--- src/design/icu_pkg.sv ---
package icu_pkg;

  // ----------------------------------------------------------------
  // Register byte offsets.
  // ----------------------------------------------------------------
  localparam logic [11:0] ICU_OFF_CTL    = 12'h000;
  localparam logic [11:0] ICU_OFF_PFLAG  = 12'h004;
  localparam logic [11:0] ICU_OFF_PEN    = 12'h008;
  localparam logic [11:0] ICU_OFF_ISTAT  = 12'h00c;
  localparam logic [11:0] ICU_OFF_ICLR   = 12'h010;
  localparam logic [11:0] ICU_OFF_IEN    = 12'h014;

  // ----------------------------------------------------------------
  // Field positions of the interrupt control, peripheral flag/enable and status registers.
  // ----------------------------------------------------------------
  localparam int ICU_GIE_BIT     = 7;
  localparam int ICU_PER_EN_BIT  = 6;
  localparam int ICU_TMR_EN_BIT  = 5;
  localparam int ICU_EXT_EN_BIT  = 4;
  localparam int ICU_PB_EN_BIT   = 3;
  localparam int ICU_TMR_FLG_BIT = 2;
  localparam int ICU_EXT_FLG_BIT = 1;
  localparam int ICU_PB_FLG_BIT  = 0;
  localparam int ICU_CMP_BIT     = 0;
  localparam int ICU_EV_TAKEN    = 0;
  localparam int ICU_EV_SUPP     = 1;

  // ----------------------------------------------------------------
  // Reset values, vector and timing.
  // ----------------------------------------------------------------
  localparam logic [7:0]  ICU_CTL_RST    = 8'h00;
  localparam logic [7:0]  ICU_PER_RST    = 8'h00;
  localparam logic [1:0]  ICU_EV_RST     = 2'h0;
  localparam logic [12:0] ICU_VECTOR     = 13'h0004;
  localparam int          ICU_OSC_PER_IC = 4;
  localparam int          ICU_N_SRC      = 4;
  localparam int          ICU_PB_W       = 4;

  typedef enum logic [2:0] {
    ICU_RUN   = 3'b001,
    ICU_DUMMY = 3'b010,
    ICU_VEC   = 3'b100
  } icu_seq_t;

endpackage

--- src/design/icu_main.sv ---
// The address map and the APB slave port are this design's own decisions.
`timescale 1ns/1ps

module icu_main
  import icu_pkg::*;
#(
  parameter int PB_W     = ICU_PB_W,
  parameter int CYC_CLKS = ICU_OSC_PER_IC
) (
  input  wire logic            clk,
  input  wire logic            rstn,
  input  wire logic            psel,
  input  wire logic            penable,
  input  wire logic            pwrite,
  input  wire logic [11:0]     paddr,
  input  wire logic [31:0]     pwdata,
  output logic      [31:0]     prdata,
  output logic                 pready,
  output logic                 pslverr,
  input  wire logic            ext_irq_pin,
  input  wire logic [PB_W-1:0] port_b_upper_pins,
  input  wire logic            timer_zero_ovf,
  input  wire logic            cmp_change,
  input  wire logic            return_from_irq_instr,
  input  wire logic            gie_clear_instr,
  output logic                 core_irq_req,
  output logic                 stack_push,
  output logic                 pc_load,
  output logic      [12:0]     program_counter,
  output logic                 nop_insert,
  output logic                 instr_bnd,
  output logic                 irq
);

  typedef struct packed {
    logic [7:0]  ctl;
    logic [7:0]  pflag;
    logic [7:0]  pen;
    logic [1:0]  ist;
    logic [1:0]  ien;
    logic        pend;
    logic        nop;
    icu_seq_t    st;
    logic        push;
    logic        load;
    logic [12:0] pc;
    logic [31:0] rdata;
  } icu_state_t;

  icu_state_t s_r;
  icu_state_t s_nxt;

  logic ext_evt;
  logic pb_evt;
  logic tmr_evt;
  logic cmp_evt;
  logic bnd;
  logic wr;
  logic setup;
  logic mapped;
  logic any_req;
  logic take;

  // ----------------------------------------------------------------
  // Instruction cycle timing and source detection.
  // ----------------------------------------------------------------
  icu_phase_gen #(
    .CYC_CLKS (CYC_CLKS)
  ) u_phase (
    .clk  (clk),
    .rstn (rstn),
    .bnd  (bnd)
  );

  icu_src_detect #(
    .PB_W (PB_W)
  ) u_det (
    .clk               (clk),
    .rstn              (rstn),
    .ext_irq_pin       (ext_irq_pin),
    .port_b_upper_pins (port_b_upper_pins),
    .timer_zero_ovf    (timer_zero_ovf),
    .cmp_change        (cmp_change),
    .ext_evt           (ext_evt),
    .pb_evt            (pb_evt),
    .tmr_evt           (tmr_evt),
    .cmp_evt           (cmp_evt)
  );

  // ----------------------------------------------------------------
  // Register decode.
  // ----------------------------------------------------------------
  function automatic logic is_mapped(input logic [11:0] a);
    is_mapped = (a == ICU_OFF_CTL) || (a == ICU_OFF_PFLAG) || (a == ICU_OFF_PEN) ||
                (a == ICU_OFF_ISTAT) || (a == ICU_OFF_ICLR) || (a == ICU_OFF_IEN);
  endfunction

  function automatic logic [31:0] rd_mux(input icu_state_t s, input logic [11:0] a);
    rd_mux = '0;
    unique case (a)
      ICU_OFF_CTL:   rd_mux[7:0] = s.ctl;
      ICU_OFF_PFLAG: rd_mux[7:0] = s.pflag;
      ICU_OFF_PEN:   rd_mux[7:0] = s.pen;
      ICU_OFF_ISTAT: rd_mux[1:0] = s.ist;
      ICU_OFF_IEN:   rd_mux[1:0] = s.ien;
      default:       rd_mux      = '0;
    endcase
  endfunction

  assign setup  = psel & ~penable;
  assign wr     = psel & penable & pwrite;
  assign mapped = is_mapped(paddr);

  // ----------------------------------------------------------------
  // Request combine.
  // ----------------------------------------------------------------
  always_comb begin
    any_req = (s_r.ctl[ICU_EXT_FLG_BIT] & s_r.ctl[ICU_EXT_EN_BIT]) |
              (s_r.ctl[ICU_PB_FLG_BIT]  & s_r.ctl[ICU_PB_EN_BIT])  |
              (s_r.ctl[ICU_TMR_FLG_BIT] & s_r.ctl[ICU_TMR_EN_BIT]) |
              (s_r.ctl[ICU_PER_EN_BIT]  & s_r.pflag[ICU_CMP_BIT] & s_r.pen[ICU_CMP_BIT]);
  end

  assign core_irq_req = any_req & s_r.ctl[ICU_GIE_BIT];
  assign take = bnd & s_r.pend & s_r.ctl[ICU_GIE_BIT] & (s_r.st == ICU_RUN) &
                ~s_r.nop & ~gie_clear_instr;

  // ----------------------------------------------------------------
  // Next state.
  // ----------------------------------------------------------------
  always_comb begin
    s_nxt      = s_r;
    s_nxt.push = 1'b0;
    s_nxt.load = 1'b0;
    if (setup) begin
      s_nxt.rdata = rd_mux(s_r, paddr);
    end
    if (wr) begin
      unique case (paddr)
        ICU_OFF_CTL:   s_nxt.ctl   = pwdata[7:0];
        ICU_OFF_PFLAG: s_nxt.pflag = pwdata[7:0];
        ICU_OFF_PEN:   s_nxt.pen   = pwdata[7:0];
        ICU_OFF_ICLR:  s_nxt.ist   = s_r.ist & ~pwdata[1:0];
        ICU_OFF_IEN:   s_nxt.ien   = pwdata[1:0];
        default:       s_nxt.ien   = s_r.ien;
      endcase
    end
    if (bnd) begin
      s_nxt.pend = core_irq_req;
      s_nxt.nop  = 1'b0;
    end
    if (bnd && gie_clear_instr) begin
      s_nxt.ctl[ICU_GIE_BIT] = 1'b0;
      s_nxt.nop              = 1'b1;
      if (s_r.pend) begin
        s_nxt.ist[ICU_EV_SUPP] = 1'b1;
      end
    end
    if (bnd && return_from_irq_instr) begin
      s_nxt.ctl[ICU_GIE_BIT] = 1'b1;
    end
    unique case (s_r.st)
      ICU_RUN: begin
        if (take) begin
          s_nxt.st                = ICU_DUMMY;
          s_nxt.ctl[ICU_GIE_BIT]  = 1'b0;
          s_nxt.push              = 1'b1;
          s_nxt.ist[ICU_EV_TAKEN] = 1'b1;
        end
      end
      ICU_DUMMY: begin
        if (bnd) begin
          s_nxt.st   = ICU_VEC;
          s_nxt.load = 1'b1;
          s_nxt.pc   = ICU_VECTOR;
        end
      end
      ICU_VEC: begin
        s_nxt.st = ICU_RUN;
      end
      default: begin
        s_nxt.st = ICU_RUN;
      end
    endcase
    // Hardware events win over software clears in the same cycle.
    if (ext_evt) begin
      s_nxt.ctl[ICU_EXT_FLG_BIT] = 1'b1;
    end
    if (pb_evt) begin
      s_nxt.ctl[ICU_PB_FLG_BIT] = 1'b1;
    end
    if (tmr_evt) begin
      s_nxt.ctl[ICU_TMR_FLG_BIT] = 1'b1;
    end
    if (cmp_evt) begin
      s_nxt.pflag[ICU_CMP_BIT] = 1'b1;
    end
  end

  always_ff @(posedge clk or negedge rstn) begin
    if (!rstn) begin
      s_r.ctl   <= ICU_CTL_RST;
      s_r.pflag <= ICU_PER_RST;
      s_r.pen   <= ICU_PER_RST;
      s_r.ist   <= ICU_EV_RST;
      s_r.ien   <= ICU_EV_RST;
      s_r.pend  <= 1'b0;
      s_r.nop   <= 1'b0;
      s_r.st    <= ICU_RUN;
      s_r.push  <= 1'b0;
      s_r.load  <= 1'b0;
      s_r.pc    <= '0;
      s_r.rdata <= '0;
    end else begin
      s_r <= s_nxt;
    end
  end

  // ----------------------------------------------------------------
  // Outputs.
  // ----------------------------------------------------------------
  assign prdata          = s_r.rdata;
  assign pready          = psel & penable;
  assign pslverr         = psel & penable & ~mapped;
  assign stack_push      = s_r.push;
  assign pc_load         = s_r.load;
  assign program_counter = s_r.pc;
  assign nop_insert      = s_r.nop;
  assign instr_bnd       = bnd;
  assign irq             = |(s_r.ist & s_r.ien);

  // ----------------------------------------------------------------
  // Assertions.
  // ----------------------------------------------------------------
  property p_gie_blocks;
    @(posedge clk) disable iff (!rstn)
      !s_r.ctl[ICU_GIE_BIT] |=> !s_r.push;
  endproperty
  a_gie_blocks: assert property (p_gie_blocks) else $error("interrupt taken with global enable clear");

  property p_src_mask;
    @(posedge clk) disable iff (!rstn)
      (s_r.ctl[ICU_EXT_FLG_BIT] && !s_r.ctl[ICU_EXT_EN_BIT] && !s_r.ctl[ICU_PB_FLG_BIT] &&
       !s_r.ctl[ICU_TMR_FLG_BIT] && !s_r.pflag[ICU_CMP_BIT]) |-> !core_irq_req;
  endproperty
  a_src_mask: assert property (p_src_mask) else $error("masked source raised a request");

  property p_return_from_irq_instr;
    @(posedge clk) disable iff (!rstn)
      (bnd && return_from_irq_instr && !take) |=> s_r.ctl[ICU_GIE_BIT];
  endproperty
  a_return_from_irq_instr: assert property (p_return_from_irq_instr) else $error("return did not set global enable");

  property p_take_seq;
    @(posedge clk) disable iff (!rstn)
      take |=> (stack_push && !s_r.ctl[ICU_GIE_BIT]) ##[1:4] (pc_load && program_counter == ICU_VECTOR);
  endproperty
  a_take_seq: assert property (p_take_seq) else $error("vector sequence wrong");

  property p_latency;
    @(posedge clk) disable iff (!rstn)
      (ext_evt && s_r.ctl[ICU_EXT_EN_BIT] && s_r.ctl[ICU_GIE_BIT] && s_r.st == ICU_RUN && !s_r.nop)
        |-> ##[1:17] (stack_push || !s_r.ctl[ICU_GIE_BIT]);
  endproperty
  a_latency: assert property (p_latency) else $error("external event not serviced in time");

  property p_flag_set;
    @(posedge clk) disable iff (!rstn)
      tmr_evt |=> s_r.ctl[ICU_TMR_FLG_BIT];
  endproperty
  a_flag_set: assert property (p_flag_set) else $error("timer flag not set on event");

  property p_nop;
    @(posedge clk) disable iff (!rstn)
      (bnd && gie_clear_instr) |=> (nop_insert && !stack_push) [*4];
  endproperty
  a_nop: assert property (p_nop) else $error("no-op cycle missing after enable clear");

  property p_pending;
    @(posedge clk) disable iff (!rstn)
      (nop_insert && s_r.ctl[ICU_EXT_FLG_BIT] && !wr) |=> s_r.ctl[ICU_EXT_FLG_BIT];
  endproperty
  a_pending: assert property (p_pending) else $error("suppressed request lost");

  property p_cycle;
    @(posedge clk) disable iff (!rstn)
      bnd |=> !bnd [*3] ##1 bnd;
  endproperty
  a_cycle: assert property (p_cycle) else $error("instruction cycle not four clocks");

  property p_ext_flag;
    @(posedge clk) disable iff (!rstn)
      ext_evt |=> s_r.ctl[ICU_EXT_FLG_BIT];
  endproperty
  a_ext_flag: assert property (p_ext_flag) else $error("pin flag not set on edge");

  property p_pb_flag;
    @(posedge clk) disable iff (!rstn)
      pb_evt |=> s_r.ctl[ICU_PB_FLG_BIT];
  endproperty
  a_pb_flag: assert property (p_pb_flag) else $error("port change flag not set");

  property p_cmp_flag;
    @(posedge clk) disable iff (!rstn)
      cmp_evt |=> s_r.pflag[ICU_CMP_BIT];
  endproperty
  a_cmp_flag: assert property (p_cmp_flag) else $error("comparator flag not set");

  property p_vec_load;
    @(posedge clk) disable iff (!rstn)
      pc_load |-> (program_counter == ICU_VECTOR);
  endproperty
  a_vec_load: assert property (p_vec_load) else $error("vector load with wrong address");

  property p_push_once;
    @(posedge clk) disable iff (!rstn)
      stack_push |=> !stack_push;
  endproperty
  a_push_once: assert property (p_push_once) else $error("return address pushed twice");

  property p_req_combine;
    @(posedge clk) disable iff (!rstn)
      (s_r.ctl[ICU_GIE_BIT] && s_r.ctl[ICU_EXT_FLG_BIT] && s_r.ctl[ICU_EXT_EN_BIT]) |-> core_irq_req;
  endproperty
  a_req_combine: assert property (p_req_combine) else $error("enabled pin flag raised no request");

  property p_per_path;
    @(posedge clk) disable iff (!rstn)
      (s_r.ctl[ICU_GIE_BIT] && s_r.ctl[ICU_PER_EN_BIT] && s_r.pflag[ICU_CMP_BIT] && s_r.pen[ICU_CMP_BIT])
        |-> core_irq_req;
  endproperty
  a_per_path: assert property (p_per_path) else $error("peripheral path raised no request");

  property p_gie_clear;
    @(posedge clk) disable iff (!rstn)
      (bnd && gie_clear_instr && !return_from_irq_instr) |=> !s_r.ctl[ICU_GIE_BIT];
  endproperty
  a_gie_clear: assert property (p_gie_clear) else $error("enable clear instruction ignored");

endmodule

--- src/design/icu_phase_gen.sv ---
`timescale 1ns/1ps

module icu_phase_gen
  import icu_pkg::*;
#(
  parameter int CYC_CLKS = ICU_OSC_PER_IC
) (
  input  wire logic clk,
  input  wire logic rstn,
  output logic      bnd
);

  typedef struct packed {
    logic [1:0] cnt;
  } icu_ph_t;

  icu_ph_t ph_r;
  icu_ph_t ph_nxt;

  // ----------------------------------------------------------------
  // Instruction cycle counter, one boundary per cycle.
  // ----------------------------------------------------------------
  always_comb begin
    ph_nxt = ph_r;
    if (ph_r.cnt == 2'(CYC_CLKS - 1)) begin
      ph_nxt.cnt = 2'h0;
    end else begin
      ph_nxt.cnt = ph_r.cnt + 2'h1;
    end
  end

  always_ff @(posedge clk or negedge rstn) begin
    if (!rstn) begin
      ph_r <= '0;
    end else begin
      ph_r <= ph_nxt;
    end
  end

  assign bnd = (ph_r.cnt == 2'(CYC_CLKS - 1));

endmodule

--- src/design/icu_src_detect.sv ---
`timescale 1ns/1ps

module icu_src_detect
  import icu_pkg::*;
#(
  parameter int PB_W = ICU_PB_W
) (
  input  wire logic            clk,
  input  wire logic            rstn,
  input  wire logic            ext_irq_pin,
  input  wire logic [PB_W-1:0] port_b_upper_pins,
  input  wire logic            timer_zero_ovf,
  input  wire logic            cmp_change,
  output logic                 ext_evt,
  output logic                 pb_evt,
  output logic                 tmr_evt,
  output logic                 cmp_evt
);

  typedef struct packed {
    logic            ext;
    logic [PB_W-1:0] pb;
    logic            armed;
  } icu_det_t;

  icu_det_t d_r;
  icu_det_t d_nxt;

  // ----------------------------------------------------------------
  // Previous pin levels for edge and change detection.
  // ----------------------------------------------------------------
  always_comb begin
    d_nxt       = d_r;
    d_nxt.ext   = ext_irq_pin;
    d_nxt.pb    = port_b_upper_pins;
    d_nxt.armed = 1'b1;
  end

  always_ff @(posedge clk or negedge rstn) begin
    if (!rstn) begin
      d_r <= '0;
    end else begin
      d_r <= d_nxt;
    end
  end

  // Four sources: pin rising edge, timer overflow, port change, comparator.
  assign ext_evt = ext_irq_pin & ~d_r.ext & d_r.armed;
  assign pb_evt  = d_r.armed & (port_b_upper_pins != d_r.pb);
  assign tmr_evt = timer_zero_ovf;
  assign cmp_evt = cmp_change;

endmodule

--- config.mk ---
export PLATFORM = sky130hd
export DESIGN_NAME = icu_main
export DESIGN_NICKNAME = d
export VERILOG_FILES = /design/src/design/icu_pkg.sv /design/src/design/icu_main.sv /design/src/design/icu_phase_gen.sv /design/src/design/icu_src_detect.sv
export SDC_FILE = /design/constraint.sdc
export NUM_CORES = 1
export LEC_CHECK = 0
export ABC_AREA = 1
export BUFFER_PORTS_ARGS = -buffer_cell sky130_fd_sc_hd__buf_2
export CAP_MARGIN = 20
export CELL_PAD_IN_SITES_DETAIL_PLACEMENT = 0
export CELL_PAD_IN_SITES_GLOBAL_PLACEMENT = 2
export CORE_MARGIN = 3
export CORE_UTILIZATION = 24
export DETAILED_ROUTE_END_ITERATION = 12
export PLACE_DENSITY_LB_ADDON = 0.1
export SLEW_MARGIN = 15
export SYNTH_ARGS = -nofsm -noshare
export SYNTH_HDL_FRONTEND = slang
export SYNTH_SLANG_ARGS = --single-unit
export TNS_END_PERCENT = 1
--- constraint.sdc ---
create_clock -name clk -period 1.1 [get_ports clk]
set_input_delay 0.11 -clock clk [delete_from_list [all_inputs] [get_ports clk]]
set_output_delay 0.11 -clock clk [all_outputs]
set_load 0.02 [all_outputs]
==> results of run 1 <==
==> synth_stat cells <==
library cell,instances
or2_2,1
buf_2,1
conb_1,2
o221ai_1,1
nand2_2,4
nand3_2,1
o21ai_0,11
nand2_1,93
nand2_4,2
nand4_1,4
xor2_1,1
nor2_2,6
clkinv_2,1
dfstp_2,1
nor3_1,2
ha_1,2
nor3_4,1
nor2_1,20
xnor2_1,3
nor3_2,1
a41oi_1,1
o21ai_1,2
dfrtp_1,51
nor2_4,1
buf_6,2
o21ai_2,15
buf_4,45
nand3b_1,1
inv_1,29
nand3_1,21
and2_1,1
a21oi_1,4
==> final cells by class <==
| type | instances | area, um^2 |
|---|---|---|
| clock buffers | 7 | 153 |
| fillers | 1219 | 7410 |
| inverters | 30 | 114 |
| multi-input cells | 236 | 1250 |
| flip-flops and latches | 52 | 1300 |
| well taps | 140 | 175 |
| repair buffers | 103 | 722 |
==> critical path, cell delays in order <==
cell,delay [ns]
buf_2,0.10
nor2_2,0.10
nand2_2,0.16
nor2_4,0.19
nand2_1,0.15
nand3_1,0.13
nor3_2,0.05
buf_2,0.16
==> stage by stage <==
stage | hold WS [ns] | instances | instance area [um^2] | power (mW)
2_1_floorplan | -0.186 | 366 | 2960 | 2.30
3_3_place_gp | 0.0592 | 551 | 3390 | 2.41
3_5_place_dp | 0.0646 | 551 | 3390 | 2.41
4_1_cts | 0.0280 | 564 | 3620 | 4.09
5_1_grt | 0.0412 | 568 | 3710 | 4.20
6_report | 0.0278 | 568 | 3710 | 4.01
==> final timing paths <==
check                                 end
max in group asynchronous       prdata[3]
worst max register to register    s_r[54]
worst min-delay path              s_r[64]
worst max-delay path              pslverr
worst min register to register  prdata[4]
min in group asynchronous         s_r[62]
==> per-layer routing <==
metal | global-route usage (%) | wire [um]
met2 | 18.1 | 3250
met1 | 15.8 | 3430
met4 | 1.66 | 29
met5 | 0 | 0
met3 | 2.39 | 272
==> cell families (layout without fill, tap and decap cells) <==
family,after synthesis,in the layout,share of synthesized area [%]
AOI/OAI and AO/OA,34,34,8.36
DFF,52,52,46.5
buffers and inverters,78,140,17.1
xor gates and xnor gates,4,4,1.25
other,2,37,0.268
adders and majority gates,2,2,0.894
and+or+nand+nor,159,159,25.6
==> what timing repair did <==
action,4_1_cts,5_1_grt
hold buffers,6,0
pin swaps,3,6
setup endpoints to repair,8,32
hold endpoints to repair,16,0
resized for setup,9,20
setup buffers,0,4
==> power breakdown <==
part           internal [mW]  switching, mW  leakage (nW)
Combinational          0.149          0.301          1.21
Sequential              1.93         0.0113         0.677
Clock                  0.957          0.662        0.0760
Total                   3.04          0.974          1.96
==> registers in the layout, indices dropped and copies added, names as in the netlist <==
name             cells
u_det.d_r            6
s_r                 32
pc_load              1
stack_push           1
prdata               8
u_phase.ph_r         2
program_counter      1
nop_insert           1
==> metrics.yaml, run 1 <==
r2r_start: "s_r[47]"
wl_per_cell_um: 12.3
vdd_ir_drop_max_uv: 1060
yosys.area.top_type: "dfrtp_1"
wl_um: 6980
finalCritPeriodShare_pct: 115
via_per_inst: 3.90
initialDrtViolationCount: 58
grt_antenna_before_repair: 0
end_kind: "output port"
rr_worst_depth: 5
cts-htree-levels: 2
hold_path_class: "input pin to flop"
arrival_ns: 1.15
insertion_delay_ns: 0.28
coreArea_um2: 11100
die_h_um: 114
setup_ws_ns: -0.161
cts_tree: "done"
hpwl_um: 5560
min_period_ns: 1.26
ant_nets: 0
synth_warnings: 0
syn-instance-count: 331
die_area_um2: 13000
cts.sinks: 52
skew_ns: 0.00563
setup_violations: 5
clk_pin_slew_ns: 0.07
slew_viol_final: 0
areaGrowthSynthToFinish_pct: 32.6
synthTopCellsByArea: "dfrtp_1 (46%), nand2_1 (12%), buf_4 (12%), o21ai_2 (4.7%), inv_1 (3.9%)"
place_ws_ns: -0.268
synth-seq-cells: 52
yosys.area.top_type_share_pct: 45.6
vias: 2217
final_nets: 488
path_class: "input pin to output port"
grtUsageTotal_pct: 11.2
cts_buffer_depth: 2
finalHoldViolCount: 0
cts_root_buf: "clkbuf_16"
diodes: 0
tns_ns: -0.448
crit_fanout: 6
leakage_nw: 1.96
place_congestion: 0.757
first_pass_iters: 4
grt_pass1_vias: 2286
final_common_cell: "nand2_1"
pwr_density_cell_nw_per_um2: 1080
startpoint_type: "input pin"
syn_area_um2: 2800
maxCapViolations: 0
pin_count: 111
max_freq_ghz: 0.793
avgSynthCellArea_um2: 8.46
overflow: 0
portBuffers: 50
cp.required_ns: 0.99
cts_made_buffers: 5
ys_seq_area_share_pct: 46.5
rows: 38
violations: "setup timing"
grt_pass1_wl_um: 11500
drive_gt1_share_pct: 37.4
final_util_pct: 33.4
rsz0062_at_grt: "true"
yosys.cell_types.count: 32
drc: 0
status: "finished, violations left"
whs_path_depth: 3
crit_start: "paddr[9]"
min_from: "cmp_change"
dieWidth_um: 114
grt_max_degree: 22
rrSetupSlack_ns: -0.04
initial_utilization_pct: 25.2
final_cell_mix: "nand2_1 (87), dfrtp_1 (51), buf_2 (48)"
No activity file was read; power rests on OpenSTA's default activity.
==> run 2: changes to the inputs <==
--- a/config.mk
+++ b/config.mk
@@ -11,7 +11,7 @@
 export CELL_PAD_IN_SITES_DETAIL_PLACEMENT = 0
 export CELL_PAD_IN_SITES_GLOBAL_PLACEMENT = 2
 export CORE_MARGIN = 3
-export CORE_UTILIZATION = 24
+export CORE_UTILIZATION = 29
 export DETAILED_ROUTE_END_ITERATION = 12
 export PLACE_DENSITY_LB_ADDON = 0.1
 export SLEW_MARGIN = 15
==> constraint.sdc (replaced) <==
create_clock -name clk -period 1.6 [get_ports clk]
set_input_delay 0.24 -clock clk [delete_from_list [all_inputs] [get_ports clk]]
set_output_delay 0.24 -clock clk [all_outputs]
set_load 0.02 [all_outputs]
==> metrics.yaml, run 2 (synthesized netlist as in run 1, its figures left out) <==
status: "completed"
rows: 35  # -7.9%
via_per_inst: 4.06  # +4.1%
cts_buffer_depth: 2  # unchanged
setup_ws_ns: 0.108  # +0.268 ns
cts.sinks: 52  # unchanged
drc: 0  # unchanged
hpwl_um: 5060  # -9.0%
cts_root_buf: "clkbuf_8"
grt_pass1_vias: 2073  # -9.3%
min_period_ns: 1.49
grtUsageTotal_pct: 12.6  # +1.4 points
startpoint_type: "flop"
internal_power_mw: 1.91  # -37%
die_area_um2: 10900  # -16%
largest_reg_flops: 32  # unchanged
overflow: 0  # unchanged
comb_power_share_pct: 10.3  # -0.9 points
maxCapViolations: 0  # unchanged
fill_cells: 1018  # -16%
areaGrowthSynthToFinish_pct: 16.7
initial_utilization_pct: 30.0  # +4.9 points
finalCritPeriodShare_pct: 93.3
fin_hold_ws_ns: 0.0548  # +0.0271 ns
grt_pass1_wl_um: 10900  # -5.2%
place_congestion: 0.801  # +5.8%
clk_pin_slew_ns: 0.10  # +0.03 ns
drive_gt1_share_pct: 28.8  # -8.6 points
rr_worst_depth: 6  # +1
arrival_ns: 1.25  # +0.10 ns
p_sw_mw: 0.655  # -33%
leakage_nw: 1.77  # -9.5%
setup_violations: 0  # -5
coreArea_um2: 9330  # -16%
pwr_density_cell_nw_per_um2: 785  # -27%
ant_nets: 0  # unchanged
cts-htree-levels: 2  # unchanged
die_h_um: 104  # -8.6%
final_util_pct: 35.0  # +1.7 points
dieWidth_um: 104  # -8.6%
final_cell_mix: "nand2_1 (91), dfrtp_1 (51), buf_2 (50)"
vias: 2117  # -4.5%
grt_antenna_before_repair: 0  # unchanged
first_pass_iters: 4  # unchanged
whs_path_depth: 1  # -2
grt_max_degree: 35  # +59%
pin_count: 111  # unchanged
top_register: "s_r"
finalHoldViolCount: 0  # unchanged
place_ws_ns: 0.0403  # +0.308 ns
insertion_delay_ns: 0.30  # +0.02 ns
wl_per_cell_um: 12.6  # +2.5%
skew_ns: 0.00880  # +0.00317 ns
vdd_ir_drop_max_uv: 319  # -70%
final-seq-area_um2: 1300  # unchanged
pwr-share-seq_pct: 52.1  # +3.7 points
path_class: "flop to output port"
hold_path_class: "input pin to flop"
netSwitchingFraction_pct: 25.5  # +1.2 points
cts_tree: "done"
portBuffers: 50  # unchanged
end_kind: "output port"
final_nets: 451  # -7.6%
crit_fanout: 3  # -3
slew_viol_final: 0  # unchanged
final_common_cell: "nand2_1"
diodes: 0  # unchanged
cts_made_buffers: 5  # unchanged
initialDrtViolationCount: 71  # +22%
wl_um: 6570  # -6.0%
rrSetupSlack_ns: 0.39  # +0.43 ns
clock_power_share_pct: 37.7  # -2.6 points
multi_input_area_um2: 1180  # -5.1%
tns_ns: 0  # +0.448 ns
total_power_mw: 2.56  # -36%
cp.required_ns: 1.36  # +0.37 ns
max_freq_ghz: 0.670
-- run 2: worst max-delay path, stage by stage (launching register included) --
cell and delay, ns:
dfrtp_1 0.41, nand2_1 0.09, a41oi_2 0.25, buf_2 0.20
-- run 2: timing repair --
item	4_1_cts	5_1_grt
pin swaps	0	3
endpoints found under the hold margin	17	0
gates resized for setup	1	7
hold buffers	1	0
setup buffers	0	2
endpoints found under the setup margin	1	3
-- run 2: final timing paths --
kind                                  from               to
min reg2reg                u_phase.ph_r[0]  u_phase.ph_r[0]
min                            ext_irq_pin     u_det.d_r[5]
max reg2reg                u_phase.ph_r[0]          s_r[79]
max in group asynchronous             rstn          s_r[66]
min in group asynchronous             rstn          s_r[49]
max                                s_r[73]     core_irq_req
-- run 2: final cells by class --
type                            instances  area share, %
Sequential cell                        52           39.9
Multi-Input combinational cell        236           36.2
Timing Repair Buffer                   66           11.8
Tap cell                              129           4.94
Inverter                               30           3.48
Clock buffer                            6           2.53
Clock inverter                          2           1.19
-- run 2: metal layers --
layer  global-route usage, %  vias up  wire, um
li1                        -     1085         -
met1                    18.4      976      3280
met2                    19.0       52      2950
met3                    2.86        4       280
met4                    2.66        0        55
met5                       0        -         0
-- run 2: power groups by stage --
stage | clock (mW) | combinational [mW] | sequential (mW)
after detailed placement | 0 | 0.260 | 1.36
final | 0.966 | 0.263 | 1.34
after CTS | 1.01 | 0.263 | 1.34
after floorplan | 0 | 0.218 | 1.36
after global routing | 1.06 | 0.297 | 1.34
after global placement | 0 | 0.259 | 1.36
-- run 2: metrics by stage --
step / instances / area (um^2)
floorplan: 366 / 2930
global placement: 510 / 3090
detailed placement: 510 / 3090
CTS: 519 / 3230
global route: 521 / 3270
finish: 521 / 3270
